`config.mk`:
```
export PLATFORM = sky130hd
export DESIGN_NAME = remappable_pin_routing
export DESIGN_NICKNAME = d
export VERILOG_FILES = /design/src/design/pin_route_pkg.sv /design/src/design/remappable_pin_routing.sv
export VERILOG_INCLUDE_DIRS = /design/src /design/src/design
export SDC_FILE = /design/constraint.sdc
export NUM_CORES = 1
export LEC_CHECK = 0
export ABC_CLOCK_PERIOD_IN_PS = 3440
export BUFFER_PORTS_ARGS = -buffer_cell sky130_fd_sc_hd__buf_2
export CAP_MARGIN = 10
export CORE_ASPECT_RATIO = 0.7
export CORE_MARGIN = 2
export CORE_UTILIZATION = 30
export CTS_BUF_LIST = sky130_fd_sc_hd__clkbuf_8 sky130_fd_sc_hd__clkbuf_16
export DETAILED_ROUTE_END_ITERATION = 16
export SLEW_MARGIN = 20
export SYNTH_ARGS = -nofsm -noshare
export SYNTH_HDL_FRONTEND = slang
export SYNTH_SLANG_ARGS = --single-unit
```
`constraint.sdc`:
```
create_clock -name core_clk -period 3.44 [get_ports core_clk]
set_input_delay 0.688 -clock core_clk [delete_from_list [all_inputs] [get_ports core_clk]]
set_output_delay 0.688 -clock core_clk [all_outputs]
set_load 0.02 [all_outputs]
```
`src/design/pin_route_consts.svh`:
```
/*
 Register offsets, field positions, reset values and sizes of the remappable pin routing block.
 Assumes inclusion by bare name from any design or bench file.
*/
`ifndef PIN_ROUTE_CONSTS_SVH
`define PIN_ROUTE_CONSTS_SVH

`define N_IN_SEL 21
`define N_OUT_PIN 13
`define N_PINS 14
`define N_PERIPH_OUT 16
`define SEL_W 4
`define ADDR_W 8

`define OFF_CONFIG_CONTROL 8'h00
`define OFF_UNLOCK_KEY 8'h04
`define OFF_STATUS 8'h08
`define OFF_IN_SEL_BASE 8'h40
`define OFF_OUT_SEL_BASE 8'hc0

`define BIT_MAP_WRITE_LOCK 13
`define UNLOCK_KEY_FIRST 32'haa996655
`define UNLOCK_KEY_SECOND 32'h556699aa
`define FIRST_RESTRICTED_CODE 4'hb
`define FIRST_RESERVED_CODE 4'he
`define SEL_RESET 4'h0

`endif

```
`src/design/pin_route_pkg.sv`:
```
/*
 Types shared by the remappable pin routing block.
 Assumes pin_route_consts.svh is on the include path.
*/
`default_nettype none
`include "pin_route_consts.svh"
package pin_route_pkg;
  typedef enum logic [2:0] {
    KEY_IDLE = 3'b001,
    KEY_HALF = 3'b010,
    KEY_OPEN = 3'b100
  } unlock_state_t;

  typedef struct packed {
    logic [31:0] adr;
    logic [31:0] dat;
    logic [3:0] sel;
    logic we;
    logic cyc;
    logic stb;
  } wb_req_t;
endpackage
`default_nettype wire

```
`src/design/remappable_pin_routing.sv`:
```
/*
 Remappable pin routing: per-input and per-pin 4-bit select registers behind a classic
 Wishbone slave, guarded by an unlock key sequence, a write-lock bit and a single-session lock.
 Assumes pin inputs arrive asynchronously; peripheral outputs come from logic on core_clk.
*/
//
// Overview of operation
// - Each peripheral input has a 4-bit select whose codes 0 to 13 route one pin, 14 and 15 reserved.
// - On the 64-pin package, input codes naming absent pins are treated as unavailable.
// - Remappable pins 0 to 12 each have their own output select register deciding which peripheral output drives them; pin 13 has none.
// - Output select registers hold 4-bit fields laid out like the input selects.
// - Each nonzero output select value drives exactly one peripheral output onto its pin.
// - Output select 0, the reset value, is a null output so pins start disconnected.
// - The map can change at run time, guarded by an unlock-controlled lock and a configuration lock.
// - While the write-lock bit is set, select register writes are acknowledged but ignored.
// - The write-lock bit may only be set or cleared after the unlock sequence.
// - With single-session lock set, the write-lock bit cannot be cleared once set, until reset.
// - The single-session lock defaults to set when unprogrammed.
`timescale 1ns/10ps
`default_nettype none
`include "pin_route_consts.svh"
module remappable_pin_routing (
  // Clock and reset.
  input wire logic core_clk,
  input wire logic rst_n,
  // Wishbone slave.
  input wire pin_route_pkg::wb_req_t wb_req,
  output logic [31:0] wb_dat_o,
  output logic wb_ack_o,
  // Configuration straps.
  input wire logic single_session_lock,
  input wire logic pkg_64_pin,
  // Pins and peripherals.
  input wire logic [`N_PINS-1:0] pin_in,
  output logic [`N_OUT_PIN-1:0] pin_out,
  output logic [`N_OUT_PIN-1:0] pin_oe,
  input wire logic [`N_PERIPH_OUT-1:0] periph_out,
  output logic [`N_IN_SEL-1:0] periph_in
);

  ////////////////////////////////////////////////////////////////////////////
  logic [`SEL_W-1:0] in_sel [`N_IN_SEL];
  logic [`SEL_W-1:0] out_sel [`N_OUT_PIN];
  logic map_write_lock;
  logic one_way;
  logic small_pkg;
  logic strap_taken;
  logic lock_was_set;
  pin_route_pkg::unlock_state_t key_state;
  logic [`N_PINS-1:0] pin_meta;
  logic [`N_PINS-1:0] pin_sync;
  logic req;
  logic wr;
  logic [7:0] a;

  // Word-aligned address map: the control word holding the write-lock bit, the key port, a read-only
  // status word, one word per input select and, above those, one word per output select. Every select
  // field lives in the lowest byte, so only the first byte lane enables a select write. A request is taken
  // while the acknowledge is low, which keeps a held strobe from being taken twice.
  assign req = wb_req.cyc & wb_req.stb & ~wb_ack_o;
  assign wr = req & wb_req.we;
  assign a = wb_req.adr[`ADDR_W-1:0];

  // Straps are caught at the first edge after reset release; the undriven default is a set lock.
  always_ff @(posedge core_clk or negedge rst_n) begin
    if (!rst_n) begin
      strap_taken <= 1'b0;
      one_way <= 1'b1;
      small_pkg <= 1'b0;
    end else if (!strap_taken) begin
      strap_taken <= 1'b1;
      one_way <= single_session_lock;
      small_pkg <= pkg_64_pin;
    end
  end

  // Until the straps are caught the single-session lock must already read as set.
  a_session_default: assert property (@(posedge core_clk) disable iff (!rst_n)
    !strap_taken |-> one_way)
    else $error("Single-session lock not set before the straps are caught.");

  ////////////////////////////////////////////////////////////////////////////
  // Unlock key: two key words in consecutive writes open one lock-bit write.
  always_ff @(posedge core_clk or negedge rst_n) begin
    if (!rst_n) begin
      key_state <= pin_route_pkg::KEY_IDLE;
    end else if (wr) begin
      case (key_state)
        pin_route_pkg::KEY_IDLE: begin
          if (a == `OFF_UNLOCK_KEY && wb_req.dat == `UNLOCK_KEY_FIRST) begin
            key_state <= pin_route_pkg::KEY_HALF;
          end
        end
        pin_route_pkg::KEY_HALF: begin
          if (a == `OFF_UNLOCK_KEY && wb_req.dat == `UNLOCK_KEY_SECOND) begin
            key_state <= pin_route_pkg::KEY_OPEN;
          end else begin
            key_state <= pin_route_pkg::KEY_IDLE;
          end
        end
        pin_route_pkg::KEY_OPEN: begin
          key_state <= pin_route_pkg::KEY_IDLE;
        end
        default: begin
          key_state <= pin_route_pkg::KEY_IDLE;
        end
      endcase
    end
  end

  // The open window lasts for exactly one bus write, whatever that write is.
  a_key_first_word: assert property (@(posedge core_clk) disable iff (!rst_n)
    (wr && key_state == pin_route_pkg::KEY_IDLE && a == `OFF_UNLOCK_KEY && wb_req.dat == `UNLOCK_KEY_FIRST)
    |=> key_state == pin_route_pkg::KEY_HALF)
    else $error("First key word did not advance the unlock sequence.");

  a_key_second_word: assert property (@(posedge core_clk) disable iff (!rst_n)
    (wr && key_state == pin_route_pkg::KEY_HALF && a == `OFF_UNLOCK_KEY && wb_req.dat == `UNLOCK_KEY_SECOND)
    |=> key_state == pin_route_pkg::KEY_OPEN)
    else $error("Second key word did not open the lock window.");

  a_key_half_drop: assert property (@(posedge core_clk) disable iff (!rst_n)
    (wr && key_state == pin_route_pkg::KEY_HALF && !(a == `OFF_UNLOCK_KEY && wb_req.dat == `UNLOCK_KEY_SECOND))
    |=> key_state == pin_route_pkg::KEY_IDLE)
    else $error("Broken key sequence did not start over.");

  a_key_open_once: assert property (@(posedge core_clk) disable iff (!rst_n)
    (wr && key_state == pin_route_pkg::KEY_OPEN) |=> key_state == pin_route_pkg::KEY_IDLE)
    else $error("Unlock window stayed open after a write.");

  // Lock bit: changes only in the open window; once set under single-session it stays set.
  always_ff @(posedge core_clk or negedge rst_n) begin
    if (!rst_n) begin
      map_write_lock <= 1'b0;
      lock_was_set <= 1'b0;
    end else if (wr && a == `OFF_CONFIG_CONTROL && key_state == pin_route_pkg::KEY_OPEN) begin
      if (wb_req.dat[`BIT_MAP_WRITE_LOCK]) begin
        map_write_lock <= 1'b1;
        lock_was_set <= 1'b1;
      end else if (!(one_way && lock_was_set)) begin
        map_write_lock <= 1'b0;
      end
    end
  end

  // The lock can only move in the one-write window that the key sequence opens.
  a_lock_needs_key: assert property (@(posedge core_clk) disable iff (!rst_n)
    $changed(map_write_lock) |-> $past(key_state) == pin_route_pkg::KEY_OPEN)
    else $error("Lock changed without the unlock sequence.");

  a_lock_set_open: assert property (@(posedge core_clk) disable iff (!rst_n)
    (wr && a == `OFF_CONFIG_CONTROL && key_state == pin_route_pkg::KEY_OPEN && wb_req.dat[`BIT_MAP_WRITE_LOCK])
    |=> map_write_lock)
    else $error("Unlocked write did not set the lock bit.");

  // Under the single-session lock a set lock stays set until the next reset.
  a_one_way_stays: assert property (@(posedge core_clk) disable iff (!rst_n)
    (one_way && lock_was_set) |=> map_write_lock)
    else $error("Lock cleared in single-session mode.");

  ////////////////////////////////////////////////////////////////////////////
  // Select registers; writes under the lock are acknowledged and dropped.
  genvar gi;
  generate
    for (gi = 0; gi < `N_IN_SEL; gi++) begin : g_in
      always_ff @(posedge core_clk or negedge rst_n) begin
        if (!rst_n) begin
          in_sel[gi] <= `SEL_RESET;
        end else if (wr && !map_write_lock && wb_req.sel[0] && a == `OFF_IN_SEL_BASE + 8'(4 * gi)) begin
          in_sel[gi] <= wb_req.dat[`SEL_W-1:0];
        end
      end

      // Reserved codes and pins missing on the small package read as inactive low.
      always_ff @(posedge core_clk or negedge rst_n) begin
        if (!rst_n) begin
          periph_in[gi] <= 1'b0;
        end else if (in_sel[gi] >= `FIRST_RESERVED_CODE) begin
          periph_in[gi] <= 1'b0;
        end else if (small_pkg && in_sel[gi] >= `FIRST_RESTRICTED_CODE) begin
          periph_in[gi] <= 1'b0;
        end else begin
          periph_in[gi] <= pin_sync[in_sel[gi]];
        end
      end
    end

    for (gi = 0; gi < `N_OUT_PIN; gi++) begin : g_out
      always_ff @(posedge core_clk or negedge rst_n) begin
        if (!rst_n) begin
          out_sel[gi] <= `SEL_RESET;
        end else if (wr && !map_write_lock && wb_req.sel[0] && a == `OFF_OUT_SEL_BASE + 8'(4 * gi)) begin
          out_sel[gi] <= wb_req.dat[`SEL_W-1:0];
        end
      end

      // Code 0 is the null output: pin undriven; other codes pick one peripheral output.
      always_ff @(posedge core_clk or negedge rst_n) begin
        if (!rst_n) begin
          pin_out[gi] <= 1'b0;
          pin_oe[gi] <= 1'b0;
        end else begin
          pin_oe[gi] <= (out_sel[gi] != `SEL_RESET);
          pin_out[gi] <= (out_sel[gi] != `SEL_RESET) ? periph_out[out_sel[gi]] : 1'b0;
        end
      end
    end
  endgenerate

  // Spot checks on inputs 0 and 2 and on the first and last pins; the generate loops make the rest alike.
  a_in_write_lands: assert property (@(posedge core_clk) disable iff (!rst_n)
    (wr && !map_write_lock && wb_req.sel[0] && a == `OFF_IN_SEL_BASE)
    |=> in_sel[0] == $past(wb_req.dat[`SEL_W-1:0]))
    else $error("Unlocked input select write was lost.");

  a_in_locked_held: assert property (@(posedge core_clk) disable iff (!rst_n)
    (wr && map_write_lock && a == `OFF_IN_SEL_BASE) |=> $stable(in_sel[0]))
    else $error("Input select changed while the map was locked.");

  a_locked_write_held: assert property (@(posedge core_clk) disable iff (!rst_n)
    (wr && map_write_lock && a == `OFF_OUT_SEL_BASE) |=> $stable(out_sel[0]))
    else $error("Select changed while the map was locked.");

  a_out_write_lands: assert property (@(posedge core_clk) disable iff (!rst_n)
    (wr && !map_write_lock && wb_req.sel[0] && a == `OFF_OUT_SEL_BASE)
    |=> out_sel[0] == $past(wb_req.dat[`SEL_W-1:0]))
    else $error("Unlocked output select write was lost.");

  a_null_output_off: assert property (@(posedge core_clk) disable iff (!rst_n)
    (out_sel[0] == `SEL_RESET) |=> !pin_oe[0])
    else $error("Null output still drives the pin.");

  a_oe_needs_select: assert property (@(posedge core_clk) disable iff (!rst_n)
    pin_oe[12] |-> $past(out_sel[12]) != `SEL_RESET)
    else $error("Pin driven without a selected output.");

  a_output_routed: assert property (@(posedge core_clk) disable iff (!rst_n)
    (out_sel[0] != `SEL_RESET) |=> (pin_oe[0] && pin_out[0] == $past(periph_out[out_sel[0]])))
    else $error("Pin does not follow its selected output.");

  a_reserved_low: assert property (@(posedge core_clk) disable iff (!rst_n)
    (in_sel[0] >= `FIRST_RESERVED_CODE) |=> !periph_in[0])
    else $error("Reserved input code not inactive.");

  a_small_pkg_low: assert property (@(posedge core_clk) disable iff (!rst_n)
    (small_pkg && in_sel[0] >= `FIRST_RESTRICTED_CODE) |=> !periph_in[0])
    else $error("Absent pin reached an input.");

  a_small_pkg_routes: assert property (@(posedge core_clk) disable iff (!rst_n)
    (small_pkg && in_sel[0] < `FIRST_RESTRICTED_CODE) |=> periph_in[0] == $past(pin_sync[in_sel[0]]))
    else $error("Present pin not routed on the small package.");

  a_input_routed: assert property (@(posedge core_clk) disable iff (!rst_n)
    (in_sel[2] < `FIRST_RESTRICTED_CODE) |=> periph_in[2] == $past(pin_sync[in_sel[2]]))
    else $error("Input does not follow its selected pin.");

  // Two-flop synchroniser: only the second stage feeds the input routing.
  always_ff @(posedge core_clk or negedge rst_n) begin
    if (!rst_n) begin
      pin_meta <= '0;
      pin_sync <= '0;
    end else begin
      pin_meta <= pin_in;
      pin_sync <= pin_meta;
    end
  end

  ////////////////////////////////////////////////////////////////////////////
  // Bus answer: ack one cycle after the request, unmapped reads return zero.
  always_ff @(posedge core_clk or negedge rst_n) begin
    if (!rst_n) begin
      wb_ack_o <= 1'b0;
      wb_dat_o <= '0;
    end else begin
      wb_ack_o <= req;
      wb_dat_o <= '0;
      if (req && !wb_req.we) begin
        if (a == `OFF_CONFIG_CONTROL) begin
          wb_dat_o[`BIT_MAP_WRITE_LOCK] <= map_write_lock;
        end else if (a == `OFF_STATUS) begin
          wb_dat_o[2:0] <= {small_pkg, one_way, key_state == pin_route_pkg::KEY_OPEN};
        end else if (a >= `OFF_IN_SEL_BASE && a < `OFF_IN_SEL_BASE + 8'(4 * `N_IN_SEL) && a[1:0] == 2'b00) begin
          wb_dat_o[`SEL_W-1:0] <= in_sel[5'(a[7:2] - 6'(`OFF_IN_SEL_BASE >> 2))];
        end else if (a >= `OFF_OUT_SEL_BASE && a < `OFF_OUT_SEL_BASE + 8'(4 * `N_OUT_PIN) && a[1:0] == 2'b00) begin
          wb_dat_o[`SEL_W-1:0] <= out_sel[4'(a[7:2] - 6'(`OFF_OUT_SEL_BASE >> 2))];
        end
      end
    end
  end

  ////////////////////////////////////////////////////////////////////////////
  // The answer is one registered cycle; the key port never echoes what was written to it.
  a_ack_one_cycle: assert property (@(posedge core_clk) disable iff (!rst_n)
    req |=> wb_ack_o ##1 !wb_ack_o)
    else $error("Bus answer not one cycle after request.");

  a_ack_from_request: assert property (@(posedge core_clk) disable iff (!rst_n)
    wb_ack_o |-> $past(req))
    else $error("Bus answer without a request.");

  a_read_lock_bit: assert property (@(posedge core_clk) disable iff (!rst_n)
    (req && !wb_req.we && a == `OFF_CONFIG_CONTROL)
    |=> wb_dat_o[`BIT_MAP_WRITE_LOCK] == $past(map_write_lock))
    else $error("Control read does not show the lock bit.");

  a_key_port_blind: assert property (@(posedge core_clk) disable iff (!rst_n)
    (req && !wb_req.we && a == `OFF_UNLOCK_KEY) |=> wb_dat_o == 32'h0)
    else $error("Key port read back nonzero.");

endmodule
`default_nettype wire

```
==> metrics.md <==
| Metric | Value |
|---|---|
| RSZ-0062 raised after global routing | no |
| Dpl cell area | 14900 um^2 |
| Synth Instances | 1091 |
| Post-DRT Antenna Nets | 0 |
| Slew headroom | 28.4% |
| Yosys cell types | 58 |
| Clk slew on worst S/H paths | 60 ps |
| Yosys warnings | 0 |
| Asr flop ratio synth | 100% |
| Num CTS Buffers | 25 |
| Die X | 260 um |
| Htree depth | 1 |
| Data required, critical path | 3870 ps |
| Wire per inst | 23.6 um |
| Crit path largest cell delay | 620 ps |
| Area Growth Syn to Fin | 15.0% |
| Hold_ws | 92.7 ps |
| Final setup TNS | 0 ps |
| Core area | 45100 um^2 |
| Initial antenna violation count | 1 |
| Max-slew violation count | 0 |
| Arrival @ worst endpoint | 3030 ps |
| Final setup fails | 0 |
| TritonCTS clock tree | yes |
| Critical path's top delay family | simple AND/OR/NAND/NOR gates |
| Clock root cell | clkbuf_16 |
| DP Wirelength | 28.2 mm |
| Post-CTS resize count | 0 |
| Cts hold-fix bufs | 0 |
| Vias | 10165 |
| Initial DRT Pass Iterations | 5 |
| Vias in the first global route | 9993 |
| Ys flop type | dfrtp_1 |
| CP endpoint kind | register |
| Total Routed Length | 42.2 mm |
| Placer congestion estimate | 0.842 |
| Worst Path Max Fanout | 9 |
| Hold WC Path Type | in -> async |
| Post-Syn Area | 13700 um^2 |
| CP max stage cell | nor3_1 |
| Bufs and invs on worst path | 0 |
| Pint | 4.79 mW |
| Global-route wire length before repair | 64.1 mm |
| Residual DRC | 0 |
| MaxCap Viol Count | 0 |
| Worst-Skew Late Latency | 540 ps |
| Post-synthesis sequential area ratio | 41.1% |
| Initial DRC count | 1058 |
| Power density cells | 409 nW/um^2 |
| Outcome | complete, no violations |
| CTS max path bufs | 3 |
| Final Instance Area | 15800 um^2 |
| Measured slew at the worst slew-check pin | 1070 ps |
| Initial Utilization | 30.4% |
| Total congestion overflow | 0 |
| Sw power | 1.66 mW |
| Clock share of power | 46.5% |
| Synth Register Bits | 225 |
| Die Ht | 183 um |
| Maximum VDD drop | 277 uV |
| Tmin final | 2610 ps |
| Crit path launch type | register |
| Largest net degree at the start of global routing | 69 |
| Post-synthesis area per instance | 12.6 um^2 |
| Fin nets | 1268 |
| IO Pins | 185 |
| Port Buffers | 130 |
| WS Path Type | reg -> reg |
| Static Leak | 6.67 nW |
| Share of cells above drive strength 1 | 41.1% |
| Total number of clock tree sinks | 225 |
| Hold Violations, Final | 0 |
| Net Sw Frac | 25.7% |
| Vias per inst | 5.69 |
| All-Layer GR Usage | 17.7% |
| CP Cell Sequence | nand4b_4 -> nor4_1 -> nand3_1 -> nor3_1 -> mux2_2 |
| Die area | 47500 um^2 |
| Final Skew | 8.41 ps |
| Sequential power share | 43.5% |
| EDFF count, synth | 0 |
| Gate power share | 10.0% |
| Final worst-path cycle share | 75.8% |
| Post-CTS Setup Inserts | 0 |
| F_max | 0.384 GHz |
| Rows | 65 |
## Yosys cell counts, drive strengths merged (2+ instances only)
cell	n	area (um^2)
a2111oi	9	78.8
a211oi	30	225
a21boi	3	22.5
a21o	2	15.0
a21oi	28	140
a31oi	20	125
a32oi	3	26.3
and2	2	12.5
and3	2	12.5
buf	35	248
clkbuf	102	383
conb	2	7.51
dfrtp	223	5580
dfstp	2	52.6
inv	5	18.8
mux2	148	1670
mux2i	40	400
mux4	129	2910
nand2	68	255
nand2b	10	62.6
nand3	11	55.1
nand3b	4	30.0
nand4	4	25.0
nand4b	2	32.5
nor2	36	135
nor2b	39	244
nor3	12	71.3
nor3b	5	65.1
nor4	4	25.0
nor4b	2	17.5
nor4bb	15	150
o21a	2	15.0
o21ai	36	180
o22ai	3	18.8
o31ai	21	158
or2	3	21.3
or4	16	124
## stage by stage
stage,worst slack [ps],total power [mW],utilization (%),std cells
final,834,6.45,35.0,1786
after global routing,680,6.70,35.0,1786
after global placement,420,3.48,33.0,1739
after detailed placement,370,3.49,33.0,1739
after CTS,847,6.53,35.0,1785
after floorplan,938,3.21,-,1117
## registers in the layout (all words and copies together) (netlist names), 3 cells and up
name       count
pin_meta      14
pin_out       13
in_sel        84
pin_oe        13
wb_dat_o       5
key_state      3
out_sel       52
periph_in     21
pin_sync      14
## worst reg2reg max path: cells and delay by family (launching register included)
kind / cells / cell delay [ps]
flops: 1 / 420
mux: 1 / 400
simple gates: 4 / 1680
## cell type report
type | count | area (um^2)
fillers | 4398 | 29300
multi-input cells | 750 | 7530
flip-flops and latches | 225 | 5630
repair buffers | 156 | 918
well taps | 603 | 754
clock buffers | 27 | 653
clock inverters | 19 | 262
inverters | 5 | 18.8
diodes | 1 | 2.50
## final timing paths
path | startpoint | end | slack, ps | cells after the start
worst max-delay path | wb_ack_o | out_sel[39] | 830 | 5
worst min-delay path | rst_n | pin_meta[10] | 90 | 1
worst max register to register | wb_ack_o | out_sel[39] | 830 | 5
worst min register to register | pin_meta[13] | pin_sync[13] | 350 | 0
max in group asynchronous | rst_n | key_state[0] | 2540 | 2
min in group core_clk | pin_in[10] | pin_meta[10] | 250 | 1
## cell usage in the layout, fill, tap and decap left out, types with 5 or more instances in the layout
cell type,n
bufinv_16,6
a31oi_1,20
mux2_2,148
nor2b_1,39
nor4bb_1,15
conb_1,28
nor3_1,11
buf_12,5
mux4_2,129
nand2b_1,10
mux2i_1,40
a211oi_1,30
buf_2,129
buf_4,21
clkbuf_16,25
inv_1,8
nor2_1,36
or4_1,15
o31ai_1,21
a2111oi_0,9
a21oi_1,28
dfrtp_1,223
o21ai_0,36
nand3_1,11
nand2_1,68
## metal layers
layer	vias to the layer above	part of all wire [%]	GRT usage (%)
li1	4299	-	-
met4	2	2.5	4.67
met3	69	11	4.67
met5	-	0.16	1.03
met1	5253	43	26.0
met2	542	43	25.4
## logic make-up (layout without fill, tap and decap cells)
kind of cell	Yosys count	after routing	share of synthesized area, %
simple gates	238	238	9.94
flops	225	225	41.1
mux	317	317	36.2
buf+inv	142	207	4.73
compound gates	167	167	7.95
other cells	2	29	0.0547
## power groups by stage
| stage | Sequential [mW] | Clock, mW | Combinational, mW |
|---|---|---|---|
| floorplan | 2.81 | 0 | 0.405 |
| global placement | 2.85 | 0 | 0.636 |
| detailed placement | 2.85 | 0 | 0.645 |
| CTS | 2.80 | 3.08 | 0.648 |
| global route | 2.81 | 3.19 | 0.701 |
| finish | 2.80 | 3.00 | 0.647 |
No activity file was read; power rests on OpenSTA's default activity.
